File: src/pkg/dpsd_pkg.sv
/*
 * Constants, mode codes and register map of the dual
 * channel pulse-width and sigma-delta modulator.
 * Assumes an 8-bit special function register port on clk.
 */
//--------------------------------------------------------
// Operation
// - Mode 0 disables, 1 gives one variable-period output on the second pin, 2 twin 8-bit, 3 twin 16-bit.
// - Mode 4 is a dual NRZ 16-bit sigma-delta DAC, 5 dual 8-bit, 6 dual RZ 16-bit sigma-delta, 7 reserved.
// - Both sigma-delta modes resolve the full 16-bit duty word.
// - Control bits 3:2 divide the selected source by 1, 4, 16 or 64 before the counter.
// - Control bits 1:0 pick the source clock, code 11 being the 16.777216 MHz VCO.
// - Control bit 7 switches the first output off and releases its pin.
// - Any control write clears the counter and restarts the period.
// - In 16-bit modes the low byte goes first into a hidden holding byte and is not applied.
// - A high byte write moves high and held low together, applied at period end in compare modes, each step in sigma-delta, at once in off or reserved.
// - Four duty bytes set the two duties; a config input picks which pin pair carries them.
//--------------------------------------------------------
package dpsd_pkg;
    // register offsets
    localparam logic [7:0] CTRL_ADDR = 8'hAE;
    localparam logic [7:0] D0H_ADDR  = 8'hB1;
    localparam logic [7:0] D0L_ADDR  = 8'hB2;
    localparam logic [7:0] D1H_ADDR  = 8'hB3;
    localparam logic [7:0] D1L_ADDR  = 8'hB4;
    // control fields and reset values
    localparam int         OFF_BIT    = 7;
    localparam int         MODE_LSB   = 4;
    localparam int         DIV_LSB    = 2;
    localparam int         SRC_LSB    = 0;
    localparam logic [7:0] CTRL_RESET = 8'h00;
    localparam logic [15:0] DUTY_RESET = 16'h0000;
    // prescaler terminal counts for /1, /4, /16, /64
    localparam logic [5:0] PRE_LIM1  = 6'h00;
    localparam logic [5:0] PRE_LIM4  = 6'h03;
    localparam logic [5:0] PRE_LIM16 = 6'h0F;
    localparam logic [5:0] PRE_LIM64 = 6'h3F;
    // counter tops
    localparam logic [15:0] TOP8  = 16'h00FF;
    localparam logic [15:0] TOP16 = 16'hFFFF;
    localparam int          NCH   = 2;

    typedef enum logic [2:0] {
        MD_OFF, MD_VAR, MD_TWIN8, MD_TWIN16,
        MD_SD_NRZ, MD_DUAL8, MD_SD_RZ, MD_RSVD
    } dpsd_mode_t;
endpackage

File: src/dpsd_top.sv
/*
 * Dual channel modulator: control and duty registers,
 * prescaled period counter, compare and sigma-delta paths.
 * Assumes src_tick enables and pin_pair_sel come from
 * logic on clk; the register port is the core's SFR bus.
 */
`timescale 1ns/1ps
`default_nettype none
module dpsd_top (
    input  wire logic       clk,
    input  wire logic       resetn,
    input  wire logic [7:0] sfr_addr,
    input  wire logic       sfr_wr,
    input  wire logic [7:0] sfr_wdata,
    output logic      [7:0] sfr_rdata,
    input  wire logic [3:0] src_tick,
    input  wire logic       pin_pair_sel,
    output logic      [1:0] pair_a_out,
    output logic      [1:0] pair_a_oe,
    output logic      [1:0] pair_b_out,
    output logic      [1:0] pair_b_oe
);
    import dpsd_pkg::*;

    //----------------------------------------------------
    // state
    //----------------------------------------------------
    logic [7:0]  ctl_ff,  nxt_ctl;
    logic [5:0]  pre_ff,  nxt_pre;
    logic [15:0] cnt_ff,  nxt_cnt;
    logic        ph_ff,   nxt_ph;
    logic [7:0]  hold_ff [NCH];
    logic [7:0]  nxt_hold [NCH];
    logic [15:0] pend_ff [NCH];
    logic [15:0] nxt_pend [NCH];
    logic [15:0] act_ff  [NCH];
    logic [15:0] nxt_act [NCH];
    logic [15:0] acc_ff  [NCH];
    logic [15:0] nxt_acc [NCH];
    logic [1:0]  pf_ff,   nxt_pf;
    logic [1:0]  sd_ff,   nxt_sd;
    logic [7:0]  rd_ff,   nxt_rd;
    logic [1:0]  pa_ff,   pa_oe_ff, pb_ff, pb_oe_ff;
    logic [1:0]  nxt_pa,  nxt_pa_oe, nxt_pb, nxt_pb_oe;

    dpsd_mode_t  mode;
    logic [5:0]  pre_lim;
    logic        tick, step, wrap, apply, ctl_wr;
    logic [15:0] top;
    logic [1:0]  wave;
    logic [1:0]  en;

    //----------------------------------------------------
    // mode decode, source, prescale and period end
    //----------------------------------------------------
    always_comb begin
        mode   = dpsd_mode_t'(ctl_ff[MODE_LSB +: 3]);
        ctl_wr = sfr_wr && (sfr_addr == CTRL_ADDR);
        tick   = src_tick[ctl_ff[SRC_LSB +: 2]];
        case (ctl_ff[DIV_LSB +: 2])
            2'h0:    pre_lim = PRE_LIM1;
            2'h1:    pre_lim = PRE_LIM4;
            2'h2:    pre_lim = PRE_LIM16;
            default: pre_lim = PRE_LIM64;
        endcase
        step = tick && (pre_ff == pre_lim);
        case (mode)
            MD_VAR:             top = act_ff[1];
            MD_TWIN8, MD_DUAL8: top = TOP8;
            default:            top = TOP16;
        endcase
        wrap  = step && (cnt_ff == top);
        // sigma-delta modes load fresh duty every step
        apply = (mode == MD_OFF) || (mode == MD_RSVD) ||
                ((mode == MD_SD_NRZ || mode == MD_SD_RZ) ? step : wrap);
    end

    //----------------------------------------------------
    // per channel output waveform
    //----------------------------------------------------
    genvar c;
    generate
        for (c = 0; c < NCH; c++) begin : g_wave
            always_comb begin
                case (mode)
                    MD_VAR:    wave[c] = (c == 1) && (cnt_ff < act_ff[0]);
                    MD_TWIN8:  wave[c] = cnt_ff[7:0] < act_ff[c][15:8];
                    MD_TWIN16: wave[c] = cnt_ff < act_ff[c];
                    MD_DUAL8:  wave[c] = cnt_ff[7:0] < act_ff[c][7:0];
                    MD_SD_NRZ: wave[c] = sd_ff[c];
                    MD_SD_RZ:  wave[c] = sd_ff[c] && !ph_ff;
                    default:   wave[c] = 1'b0;
                endcase
            end
        end
    endgenerate

    //----------------------------------------------------
    // next state of registers, counter and accumulators
    //----------------------------------------------------
    always_comb begin
        logic [16:0] sum;
        logic [7:0]  hi_addr;
        logic [7:0]  lo_addr;
        sum     = 17'h00000;
        hi_addr = D0H_ADDR;
        lo_addr = D0L_ADDR;
        nxt_ctl = ctl_wr ? sfr_wdata : ctl_ff;
        nxt_pre = tick ? (step ? 6'h00 : pre_ff + 6'h01) : pre_ff;
        nxt_cnt = wrap ? 16'h0000 : (step ? cnt_ff + 16'h0001 : cnt_ff);
        nxt_ph  = step ? !ph_ff : ph_ff;
        nxt_pf  = pf_ff;
        nxt_sd  = sd_ff;
        for (int i = 0; i < NCH; i++) begin
            hi_addr     = (i == 0) ? D0H_ADDR : D1H_ADDR;
            lo_addr     = (i == 0) ? D0L_ADDR : D1L_ADDR;
            nxt_hold[i] = hold_ff[i];
            nxt_pend[i] = pend_ff[i];
            nxt_act[i]  = act_ff[i];
            nxt_acc[i]  = acc_ff[i];
            // running value changes only on apply: period end, sigma-delta step, or any cycle when off or reserved
            if (apply && pf_ff[i]) begin
                nxt_act[i] = pend_ff[i];
                nxt_pf[i]  = 1'b0;
            end
            // rz mode accumulates on the first half step
            if (step && !(mode == MD_SD_RZ && ph_ff)) begin
                sum        = {1'b0, acc_ff[i]} + {1'b0, act_ff[i]};
                nxt_acc[i] = sum[15:0];
                nxt_sd[i]  = sum[16];
            end
            if (sfr_wr && sfr_addr == lo_addr) begin
                if (mode == MD_TWIN8 || mode == MD_DUAL8) begin
                    nxt_pend[i][7:0] = sfr_wdata;
                    nxt_pf[i]        = 1'b1;
                end else begin
                    nxt_hold[i] = sfr_wdata;
                end
            end
            // a new write beats the apply in the same cycle
            if (sfr_wr && sfr_addr == hi_addr) begin
                nxt_pend[i] = {sfr_wdata, hold_ff[i]};
                nxt_pf[i]   = 1'b1;
            end
            if (ctl_wr) begin
                nxt_acc[i] = 16'h0000;
                nxt_sd[i]  = 1'b0;
            end
        end
        if (ctl_wr) begin
            nxt_pre = 6'h00;
            nxt_cnt = 16'h0000;
            nxt_ph  = 1'b0;
        end
    end

    //----------------------------------------------------
    // pin steering and register readback
    //----------------------------------------------------
    always_comb begin
        en[0] = !ctl_ff[OFF_BIT] && (mode != MD_OFF) &&
                (mode != MD_VAR) && (mode != MD_RSVD);
        en[1] = (mode != MD_OFF) && (mode != MD_RSVD);
        nxt_pa    = pin_pair_sel ? 2'h0 : (wave & en);
        nxt_pa_oe = pin_pair_sel ? 2'h0 : en;
        nxt_pb    = pin_pair_sel ? (wave & en) : 2'h0;
        nxt_pb_oe = pin_pair_sel ? en : 2'h0;
        case (sfr_addr)
            CTRL_ADDR: nxt_rd = ctl_ff;
            D0H_ADDR:  nxt_rd = act_ff[0][15:8];
            D0L_ADDR:  nxt_rd = act_ff[0][7:0];
            D1H_ADDR:  nxt_rd = act_ff[1][15:8];
            D1L_ADDR:  nxt_rd = act_ff[1][7:0];
            default:   nxt_rd = 8'h00;
        endcase
    end

    //----------------------------------------------------
    // registers
    //----------------------------------------------------
    always_ff @(posedge clk) begin
        if (!resetn) begin
            ctl_ff   <= CTRL_RESET;
            pre_ff   <= 6'h00;
            cnt_ff   <= 16'h0000;
            ph_ff    <= 1'b0;
            pf_ff    <= 2'h0;
            sd_ff    <= 2'h0;
            rd_ff    <= 8'h00;
            pa_ff    <= 2'h0;
            pa_oe_ff <= 2'h0;
            pb_ff    <= 2'h0;
            pb_oe_ff <= 2'h0;
            for (int i = 0; i < NCH; i++) begin
                hold_ff[i] <= 8'h00;
                pend_ff[i] <= DUTY_RESET;
                act_ff[i]  <= DUTY_RESET;
                acc_ff[i]  <= DUTY_RESET;
            end
        end else begin
            ctl_ff   <= nxt_ctl;
            pre_ff   <= nxt_pre;
            cnt_ff   <= nxt_cnt;
            ph_ff    <= nxt_ph;
            pf_ff    <= nxt_pf;
            sd_ff    <= nxt_sd;
            rd_ff    <= nxt_rd;
            pa_ff    <= nxt_pa;
            pa_oe_ff <= nxt_pa_oe;
            pb_ff    <= nxt_pb;
            pb_oe_ff <= nxt_pb_oe;
            for (int i = 0; i < NCH; i++) begin
                hold_ff[i] <= nxt_hold[i];
                pend_ff[i] <= nxt_pend[i];
                act_ff[i]  <= nxt_act[i];
                acc_ff[i]  <= nxt_acc[i];
            end
        end
    end

    assign sfr_rdata  = rd_ff;
    assign pair_a_out = pa_ff;
    assign pair_a_oe  = pa_oe_ff;
    assign pair_b_out = pb_ff;
    assign pair_b_oe  = pb_oe_ff;
endmodule
`default_nettype wire

File: config.mk
export PLATFORM = sky130hd
export DESIGN_NAME = dpsd_top
export DESIGN_NICKNAME = d
export VERILOG_FILES = /design/src/pkg/dpsd_pkg.sv /design/src/dpsd_top.sv
export SDC_FILE = /design/constraint.sdc
export NUM_CORES = 1
export LEC_CHECK = 0
export BUFFER_PORTS_ARGS = -buffer_cell sky130_fd_sc_hd__buf_4
export CAP_MARGIN = 15
export CORE_AREA = 10 10 137 139
export DETAILED_ROUTE_END_ITERATION = 8
export DIE_AREA = 0 0 147 149
export PLACE_DENSITY = 0.76
export REMOVE_ABC_BUFFERS = 1
export SLEW_MARGIN = 20
export SYNTH_ARGS = -nofsm -noshare
export SYNTH_HDL_FRONTEND = slang
export SYNTH_SLANG_ARGS = --single-unit
File: constraint.sdc
create_clock -name clk -period 3.4 [get_ports clk]
set_clock_uncertainty 0.1 [all_clocks]
set_input_delay 0.17 -clock clk [delete_from_list [all_inputs] [get_ports clk]]
set_output_delay 0.17 -clock clk [all_outputs]
set_load 0.01 [all_outputs]
; ---- Yosys cells after proc, flatten, opt, wreduce, memory -nomap -nowiden
; Memories as Yosys holds them, arrays and structs flattened.
; Cells that the tools add are included.
[totals]
ff_bits = 51
ramBits = 112
inputBits = 24
out_inout_bits = 16
wordCells = 129
memories = 4
[op_classes]
n_addsub = 4
order_cmp = 7
n_eq_ne = 18
mux = 43
bitwise_logic = 10
n_reduce_logical = 32
[memory_table]
columns = name, depth, word_bits, rd, rd_clocked_by_memory_dff, wr, line_no
row1 = acc_ff, 2, 16, 2, 0, 2, dpsd_top.sv:38  ; logic [15:0] acc_ff [NCH];
row2 = act_ff, 2, 16, 2, 0, 2, dpsd_top.sv:36  ; logic [15:0] act_ff [NCH];
row3 = pend_ff, 2, 16, 2, 0, 2, dpsd_top.sv:34  ; logic [15:0] pend_ff [NCH];
row4 = hold_ff, 2, 8, 2, 0, 2, dpsd_top.sv:32  ; logic [7:0] hold_ff [NCH];
[op_table]
columns = op, n
row1 = 16-bit 2-to-1 mux, 14
row2 = 8-bit 2-to-1 mux, 10
row3 = "8-bit equality test, second input constant", 5
row4 = 8-bit case mux with 5 select lines, 1
row5 = 16-bit by 16-bit adder with 17-bit output, 2
row6 = 16-bit less-than comparator, 2
row7 = 8-bit less-than comparator, 4
row8 = 16-bit case mux with 2 select lines, 1
row9 = 6-bit case mux with 3 select lines, 1
row10 = 1-bit logical AND, 17
row11 = "16-bit by 1-bit adder with 16-bit output, second input constant", 1
row12 = 16-bit equality test, 1
row13 = "3-bit equality test, second input constant", 4
row14 = 1-bit 2-to-1 mux, 12
row15 = 1-bit OR, 8
row16 = "6-bit by 1-bit adder with 6-bit output, second input constant", 1
row17 = "3-bit by 2-bit equality test with 1-bit output, second input constant", 2
row18 = 6-bit equality test, 1
row19 = 6-bit 2-to-1 mux, 1
row20 = 1-bit case mux with 6 select lines, 1
row21 = 2-bit OR reduction, 3
row22 = 1-bit case mux with 5 select lines, 1
row23 = 1-bit logical OR, 4
row24 = "3-bit by 1-bit equality test with 1-bit output, second input constant", 1
row25 = other kinds (14), 16

; ---- Logic depth before layout (Yosys ltp)
; Gate-level depths: netlist (run 1).
[logic_depth]
ltp_word = 12
depth_mapped = 11
depth_no_buf = 10

; ---- Worst setup path after synthesis (run 1)
; OpenSTA, ideal clock, no wires.
[synth_path]
path_type = flip-flop to flip-flop
from = memory act_ff[0][0]
to = memory acc_ff[0][12]
setup_ns = 0.062
t_arrival_ns = 2.223
t_required_ns = 3.238
setup_slack_ns = 1.016
path_stages_with_launch = 11
path_buffers = 0
synth_period_minus_slack_ns = 2.384
path_cell_list = dfxtp_1 ha_1 inv_1 fa_1 nand3b_1 a21oi_1 a31o_2 a31o_2 a31oi_1 or4_1 nand3_1
[synth_lines]
columns = item, line_no
row1 = start: declaration, dpsd_top.sv:36
row2 = end: declaration, dpsd_top.sv:38

==> results of run 1 <==
-- where the power goes --
group	internal (uW)	leakage (uW)	total [uW]	switching [uW]
logic	86.3	0.00257	230	144
registers	1920	0.00131	1940	20.4
clock network	1080	0.000300	2000	921
-- final timing paths --
kind                                   start        endpoint  cells after the start
worst max-delay path               ctl_ff[4]    act_ff[0][3]                      8
worst min-delay path                  resetn  pend_ff[0][16]                      2
worst max register to register     ctl_ff[4]    act_ff[0][3]                      8
worst min register to register  acc_ff[0][5]    acc_ff[0][5]                      2
-- cell usage in the layout, fill, tap and decap left out, types with 4 or more instances in the layout --
| master | synthesis | routed |
|---|---|---|
| o221ai_1 | 9 | 9 |
| nand4_1 | 20 | 20 |
| nor3_1 | 17 | 17 |
| xnor2_1 | 26 | 26 |
| a211oi_1 | 15 | 15 |
| a21o_1 | 23 | 23 |
| ha_1 | 78 | 78 |
| xor2_1 | 21 | 21 |
| nand3_1 | 42 | 42 |
| nand2b_1 | 10 | 10 |
| or3_1 | 4 | 4 |
| nor4_1 | 7 | 7 |
| nor2_1 | 67 | 66 |
| a31oi_1 | 22 | 22 |
| nand2_1 | 187 | 187 |
| inv_8 | 0 | 4 |
| o21ai_0 | 24 | 24 |
| inv_1 | 46 | 46 |
| dlygate4sd3_1 | 0 | 9 |
| mux2i_1 | 60 | 60 |
| clkinv_8 | 0 | 4 |
| o211ai_1 | 5 | 5 |
| buf_4 | 3 | 57 |
| and2_1 | 7 | 7 |
| o211a_1 | 8 | 8 |
| nor2b_1 | 25 | 25 |
| o21a_1 | 4 | 4 |
| clkbuf_16 | 0 | 17 |
| or4_1 | 6 | 6 |
| a21boi_0 | 29 | 29 |
| a222oi_1 | 9 | 9 |
| and3_1 | 14 | 14 |
| dfxtp_1 | 163 | 163 |
| a21oi_1 | 56 | 56 |
-- layer usage --
metal,track usage,share of wire,vias to the layer above
met1,0.300,0.43,3875
li1,-,-,4036
met2,0.375,0.45,359
met3,0.0413,0.073,74
met4,0.119,0.043,0
met5,0,0,-
-- registers in the layout, summed over array words and instances (netlist names), 6 cells and up --
name,cells
acc_ff,32
act_ff,32
pend_ff,32
cnt_ff,16
hold_ff,16
ctl_ff,8
sfr_rdata,8
pre_ff,6
-- critical path, stage by stage, from the launching register on --
cell and delay (ps):
dfxtp_1 560, nor2b_1 540, a21oi_1 170, xnor2_1 210, nand4_2 120, o41ai_1 480, and2_1 190, buf_4 290
mux2i_1 230
-- area by class of cell --
class / count / share of cell area
Tap cell: 220 / 0.0261
Clock buffer: 18 / 0.0416
Multi-Input combinational cell: 850 / 0.541
Timing Repair Buffer: 66 / 0.0490
Inverter: 46 / 0.0163
Clock inverter: 14 / 0.0173
Sequential cell: 163 / 0.309
-- metrics by stage --
stage | hold slack (ps) | setup WS (ps) | instances
2_1_floorplan | 146 | 569 | 1059
3_3_place_gp | 263 | 656 | 1336
3_5_place_dp | 269 | 528 | 1336
4_1_cts | 39.3 | 507 | 1377
5_1_grt | 62.5 | 165 | 1377
6_report | 45.8 | 431 | 1377
-- logic make-up (layout without fill, tap and decap cells) --
group / after synthesis / in the layout / synth area share
AOI/OAI and AO/OA: 233 / 233 / 0.171
xor gates and xnor gates: 47 / 47 / 0.0438
adders and majority gates: 80 / 80 / 0.108
buffers and inverters: 102 / 144 / 0.0461
DFF: 163 / 163 / 0.347
muxes: 62 / 62 / 0.0675
and+or+nand+nor: 428 / 428 / 0.217
==> impl_metrics.csv, run 1 <==
group,metric,value,unit
outcome,status,"finished clean",
global_route,grt_pass1_vias,7843,
hold_path,hold_class,"in -> reg",
floorplanning,core-area,0.0162,mm^2
critical_path,r2r_setup_slack,430,ps
clock_network,cts_resized,0,
routing,drt_iter0_drc,913,
global_route,grt_max_degree,51,
yosys,yosys-top-cells-count,"nand2_1 (187), dfxtp_1 (163), ha_1 (78), nor2_1 (67), mux2i_1 (60)",
placed_design,gp_congestion,0.985,
finish,num-fill-cells,1316,
timing,rsz0062_at_grt,"no",
timing,period_needed,2970,ps
finish,fin_util,0.653,
clock_network,cts_sinks,163,
clock_network,clock-root-buffer,"clkbuf_16",
floorplanning,start_util,0.581,
yosys,synth_top_area_frac,0.347,
routing,drc_errors,0,
yosys,syn_inst,1115,
yosys,ys_seq_area_frac,0.347,
critical_path,cp-end-kind,"flop",
finish,insertedDiodeCount,0,
critical_path,worstSetupPathType,"reg -> reg",
timing,finalSetupViolCount,0,
timing,hold_violations,0,
timing,max_freq,0.337,GHz
clock_network,cts_max_level,4,
flow_run,drv_cap,0,
floorplanning,die_x,147,um
clock_network,post_cts_buffers,0,
placed_design,place_area,0.00985,mm^2
yosys,syn-cell-area,0.00940,mm^2
routing,wire_per_inst,18.8,um
yosys,synth_top_cell_by_area,"dfxtp_1",
finish,drive_gt1_frac,0.0933,
routing,routed_via_density,6.06,
yosys,synth_area_leaders,"dfxtp_1 (35%), ha_1 (10%), nand2_1 (7.5%)",
clock_network,clock_latency,430,ps
yosys,yosys.cell_count.top_type,"nand2_1",
yosys,yosysWarnings,0,
clock_network,cts_tree,"built",
placed_design,place_hpwl,18500,um
routing,detail-route-antenna-nets,0,
yosys,syn_area_per_cell,8.43,um^2
critical_path,cp.arrival,3230,ps
floorplanning,ios,40,
finish,final_nets,1248,
timing,worstMarginPinSlew,896,ps
finish,postLayoutCellArea,0.0106,mm^2
timing,finalCritPeriodShare,0.873,
yosys,synthDistinctLibCells,69,
power,vdd_drop_max,0.000363,V
clock_network,clock_path_buffers,2,
critical_path,cp.required,3660,ps
critical_path,start_kind,"flop",
timing,finalSetupTns,0,ps
finish,regArea,0.00326,mm^2
power,finalPower,4170,uW
critical_path,cp_max_fo,16,
timing,slew_headroom,0.399,
routing,drtPass1Iterations,6,
placed_design,io_buffers,39,
yosys,synthArstFlopShare,0,
yosys,synth.ff_latch_count,163,
floorplanning,num_rows,47,
finish,multiInputGateArea,0.00571,mm^2
floorplanning,die_y,149,um
global_route,globalRouteOverflowTotal,0,
power,p_per_area,395,mW/mm^2
floorplanning,dieArea,0.0219,mm^2
timing,drv_slew,0,
global_route,grt_pass1_wl,41500,um
finish,syn_to_final_growth,12.4,%
routing,drt_wl_total,25900,um
global_route,antenna_found_initial,0,
clock_network,cts_hold_buffers,9,
clock_network,numCtsBuffers,17,
global_route,track_usage,0.235,
yosys,ys.flop_type,"dfxtp_1",
clock_network,clkTransAtPathRegs,70,ps
power,cellLeakagePower,0.00418,uW
routing,vias,8344,
yosys,synth-edff-count,0,
Power figures use the tool's default switching activity.
==> run 2: changes to the inputs <==
==> constraint.sdc (replaced) <==
create_clock -name clk -period 3.4 [get_ports clk]
set_clock_uncertainty 0.1 [all_clocks]
set_input_delay 0.34 -clock clk [delete_from_list [all_inputs] [get_ports clk]]
set_output_delay 0.34 -clock clk [all_outputs]
set_load 0.01 [all_outputs]
==> run 2 against run 1 <==
Sequential share of layout area up 0.14 points. Clock power increased by 3%. Utilization fell by 0.29 points. Maximum frequency grew 3.1%. Final area fell by 0.45%. Sequential power hardly changed. Critical path depth is 1 lower. Total power increased by 0.91%. Clock-buffer cell count down 1. Die area is the same. Worst hold slack improved by 67 ps. Setup slack improved by 89 ps. Critical path type unchanged. Highest routed layer unchanged.
==> impl_metrics.csv, run 2 (same netlist as run 1, synthesis figures left out) <==
group,metric,value,unit
finish,num-fill-cells,1363,
critical_path,critical_path_buf_inv_count,0,
routing,vias,8296,
global_route,globalRouteOverflowTotal,0,
power,p_comb_frac,0.053,
finish,final_common_cell,"nand2_1",
power,p_per_area,401,mW/mm^2
critical_path,worstSetupPathType,"reg -> reg",
finish,final_cell_mix,"nand2_1 (187), dfxtp_1 (163), ha_1 (78)",
hold_path,min_path_cells,3,
power,p_int,3080,uW
timing,max_freq,0.347,GHz
routing,drc_errors,0,
global_route,track_usage,0.235,
power,vdd_drop_max,0.000401,V
routing,drt_iter0_drc,861,
routing,wire_per_inst,18.8,um
floorplanning,core-area,0.0162,mm^2
timing,drv_slew,0,
critical_path,start_kind,"flop",
finish,drive_gt1_frac,0.0956,
flow_run,drv_cap,0,
global_route,antenna_found_initial,0,
critical_path,reg2regPathDepth,7,
global_route,grt_pass1_wl,41300,um
clock_network,cts_tree,"built",
power,cellLeakagePower,0.00416,uW
floorplanning,dieArea,0.0219,mm^2
critical_path,cp.arrival,3090,ps
global_route,grt_pass1_vias,7930,
timing,finalSetupTns,0,ps
critical_path,slowest_delay,590,ps
finish,fin_util,0.650,
timing,hold_violations,0,
finish,final_nets,1242,
outcome,status,"finished clean",
clock_network,clock_path_buffers,2,
critical_path,crit_chain,"a2bb2oi_1 -> o31ai_1 -> and3_1 -> nand4_2 -> or4_4 -> nand2_1 -> nor2_1",
critical_path,cp_num_cells,7,
power,clkPwrFrac,0.486,
critical_path,cpLargestDelayFamily,"simple AND/OR/NAND/NOR gates",
routing,drt_wl_total,25800,um
power,seqPwrFrac,0.461,
placed_design,io_buffers,39,
power,swShare,0.269,
clock_network,cts_sinks,163,
timing,finalCritPeriodShare,0.847,
routing,detail-route-antenna-nets,0,
routing,drtPass1Iterations,7,
clock_network,numCtsBuffers,17,
placed_design,place_hpwl,18400,um
finish,syn_to_final_growth,11.8,%
routing,routed_via_density,6.05,
floorplanning,start_util,0.581,
timing,rsz0062_at_grt,"no",
global_route,grt_max_degree,66,
finish,insertedDiodeCount,0,
timing,period_needed,2880,ps
clock_network,clkTransAtPathRegs,80,ps
finish,multiInputGateArea,0.00572,mm^2
floorplanning,num_rows,47,
finish,top_regs,"acc_ff (32), act_ff (32), pend_ff (32)",
hold_path,hold_class,"in -> reg",
critical_path,r2r_setup_slack,520,ps
critical_path,cp.required,3610,ps
floorplanning,die_y,149,um
clock_network,cts_max_level,4,
placed_design,gp_congestion,0.962,
critical_path,cp_max_fo,16,
power,p_sw,1130,uW
critical_path,cp-end-kind,"flop",
finish,regArea,0.00326,mm^2
floorplanning,die_x,147,um
timing,slew_headroom,0.427,
clock_network,post_cts_buffers,0,
timing,worstMarginPinSlew,853,ps
clock_network,clock_latency,450,ps
timing,finalSetupViolCount,0,
clock_network,clock-root-buffer,"clkbuf_16",
floorplanning,ios,40,
critical_path,slowest_stage,"and3_1",
[run 2: cell count changes in the layout (fill, tap and decap cells not counted)]
cell / before / now
inv_6: 3 / 2
o21ai_4: 0 / 1
clkbuf_8: 1 / 0
dlygate4sd3_1: 9 / 1
inv_12: 0 / 1
clkinv_8: 4 / 5
o21ai_2: 3 / 2
buf_4: 57 / 59
[run 2: power groups by stage]
stage               logic (uW)  registers (uW)  clock network, uW
floorplan                  111            1980                  0
global placement           215            1990                  0
detailed placement         219            1990                  0
CTS                        221            1940               2060
global route               248            1940               2130
finish                     224            1940               2050
[run 2: routing by layer]
metal | vias to the layer above | track usage | routed length [um]
met3 | 67 | 0.0546 | 2060
met4 | 0 | 0.104 | 940
met1 | 3880 | 0.289 | 10900
met5 | - | 0 | 0
li1 | 4025 | - | -
met2 | 324 | 0.387 | 11900
[run 2: worst min-delay path: stages]
cell and delay, ps:
buf_4 150, nand2_1 60, a21boi_0 60
[run 2: cell type report]
class / count / area share
tap: 220 / 0.0262
clock inverter: 15 / 0.0196
inverter: 46 / 0.0164
timing repair buffer: 60 / 0.0431
sequential: 163 / 0.310
multi-input combinational: 850 / 0.544
clock buffer: 17 / 0.0405
[run 2: metrics by stage]
stage | instance area [um^2] | cells | total power (uW) | hold slack [ps] | worst slack, ps
after floorplan | 9140 | 1059 | 2090 | 316 | 569
after global placement | 9860 | 1338 | 2200 | 344 | 644
after detailed placement | 9860 | 1338 | 2200 | 348 | 572
after CTS | 10500 | 1371 | 4220 | 112 | 531
after global routing | 10500 | 1371 | 4320 | 126 | 281
final | 10500 | 1371 | 4210 | 113 | 519
[run 2: path summary, 6_finish.rpt]
| check | from | end |
|---|---|---|
| min | sfr_wdata[3] | pend_ff[0][27] |
| max | pre_ff[0] | cnt_ff[3] |
| max reg2reg | pre_ff[0] | cnt_ff[3] |
| min reg2reg | acc_ff[0][7] | acc_ff[0][7] |
[run 2: repair_timing]
action,CTS,global route
setup endpoints to repair,0,0
hold buffers,1,0
gates resized for setup,0,0
hold endpoints to repair,1,0
==> run 3: changes to the inputs <==
- CORE_AREA: 10 10 137 139 -> 10 10 141 143
- DIE_AREA: 0 0 147 149 -> 0 0 151 153
- PLACE_DENSITY: 0.76 -> 0.75
- clock period: 3.4 -> 2.5 ns (I/O delays scaled with it)
==> run 3 against run 2 <==
Final cell count up 5.5%. Non-clock buffer count increased by 70. Die area increased by 5.5%. Critical path type unchanged. Largest cell class unchanged.
==> impl_metrics.csv, run 3 (same netlist as run 1, synthesis figures left out) <==
group,metric,value,unit
power,p_per_area,498,mW/mm^2
power,cellLeakagePower,0.00455,uW
critical_path,critical_path_buf_inv_count,1,
floorplanning,start_util,0.551,
finish,fin_util,0.658,
routing,drt_wl_total,27600,um
finish,final_nets,1312,
clock_network,cts_max_level,4,
placed_design,place_hpwl,19700,um
clock_network,clkTransAtPathRegs,80,ps
power,finalPower,5600,uW
finish,top_regs,"acc_ff (32), act_ff (32), pend_ff (32)",
clock_network,clock_latency,440,ps
clock_network,clock_path_buffers,2,
global_route,track_usage,0.233,
critical_path,r2r_setup_slack,30,ps
global_route,grt_pass1_wl,43600,um
outcome,status,"finished clean",
global_route,globalRouteOverflowTotal,0,
floorplanning,die_y,153,um
routing,detail-route-antenna-nets,0,
critical_path,crit_chain,"inv_1 -> a222oi_1 -> a31oi_1 -> or4_4 -> and3_1 -> o31a_1",
critical_path,slowest_delay,570,ps
floorplanning,die_x,151,um
floorplanning,core-area,0.0171,mm^2
critical_path,timing.rr.end,"pf_ff[1]",
global_route,grt_pass1_vias,8316,
timing,hold_violations,0,
routing,vias,8812,
clock_network,clock-root-buffer,"clkbuf_16",
global_route,antenna_found_initial,0,
critical_path,start_kind,"flop",
timing,drv_slew,0,
finish,syn_to_final_growth,19.5,%
hold_path,min_path_cells,3,
critical_path,cpLargestDelayFamily,"compound AO/OA/AOI/OAI gates",
finish,drive_gt1_frac,0.171,
floorplanning,dieArea,0.0231,mm^2
routing,drc_errors,0,
finish,insertedDiodeCount,0,
global_route,grt_max_degree,57,
critical_path,cp_max_fo,4,
hold_path,min_from,"sfr_wdata[5]",
hold_path,hold_end,"pend_ff[0][29]",
finish,final_common_cell,"nand2_1",
routing,drt_iter0_drc,1122,
flow_run,drv_cap,0,
floorplanning,ios,40,
critical_path,worstSetupPathType,"reg -> reg",
floorplanning,num_rows,48,
timing,period_needed,2470,ps
timing,slew_headroom,0.561,
critical_path,r2r_start,"act_ff[0][17]",
timing,timing.final.ws_setup,33.1,ps
critical_path,reg2regPathDepth,6,
critical_path,cp.required,2740,ps
clock_network,cts_tree,"built",
routing,wire_per_inst,19.1,um
placed_design,dp_worst_setup_slack,-74.2,ps
routing,drtPass1Iterations,6,
finish,num-fill-cells,1421,
timing,finalSetupViolCount,0,
power,vdd_drop_max,0.000523,V
finish,final_cell_mix,"nand2_1 (187), dfxtp_1 (153), buf_4 (118)",
timing,finalCritPeriodShare,0.987,
hold_path,hold_class,"in -> reg",
critical_path,slowest_stage,"or4_4",
placed_design,gp_congestion,0.952,
critical_path,cp-end-kind,"flop",
timing,max_freq,0.405,GHz
clock_network,cts_sinks,163,
clock_network,numCtsBuffers,17,
timing,worstMarginPinSlew,657,ps
routing,routed_via_density,6.09,
placed_design,io_buffers,39,
critical_path,cp.arrival,2710,ps
## run 3: power breakdown
group / total (uW) / switching [uW] / internal [uW]
Combinational: 352 / 211 / 141
Clock: 2610 / 1270 / 1340
Sequential: 2640 / 22.9 / 2610
Total: 5600 / 1510 / 4090
## run 3: worst max-delay path by stage
stage	startpoint	to	slack, ps	cells after the start
after floorplan	ctl_ff[0]	sd_ff[0]	-330	6
after global placement	ctl_ff[0]	act_ff[0][21]	-80	8
after detailed placement	ctl_ff[0]	act_ff[0][25]	-70	8
after CTS	act_ff[0][17]	act_ff[0][21]	0.5	7
after global routing	acc_ff[0][16]	acc_ff[0][28]	-60	10
final	act_ff[0][17]	pf_ff[1]	30	6
## run 3: area by class of cell
class	count	area [um^2]	share of cell area
clock buffers	17	425	0.0379
clock inverters	15	158	0.0140
inverters	46	173	0.0154
multi-input cells	850	5840	0.520
flip-flops and latches	163	3280	0.292
well taps	225	282	0.0251
repair buffers	130	1070	0.0953
## run 3: worst register-to-register path, stage by stage, from the launching register on
cell and delay, ps:
dfxtp_1 430, inv_1 140, a222oi_1 430, a31oi_1 220, or4_4 570, and3_1 210
o31a_1 280
## run 3: repair_timing
item | 4_1_cts | 5_1_grt
buffers inserted | 0 | 5
endpoints found under the hold margin | 2 | 0
resized for setup | 8 | 40
endpoints found under the setup margin | 3 | 46
hold buffers | 1 | 0
pin swaps | 1 | 10
## run 3: through the flow
step	cells	hold slack, ps	area [um^2]	TNS, ps
finish	1446	34.9	11200	0
global route	1446	39.2	11200	-59.2
CTS	1441	30.9	11100	0
detailed placement	1408	349	10400	-123
global placement	1408	344	10400	-142
floorplan	1059	226	9140	-12600
## run 3: layer usage
layer  GRT usage  vias to the layer above  share of wire
li1            -                     4154              -
met1       0.297                     4117           0.41
met2       0.370                      447           0.47
met3      0.0552                       94          0.082
met4      0.0922                        0          0.038
met5           0                        -              0
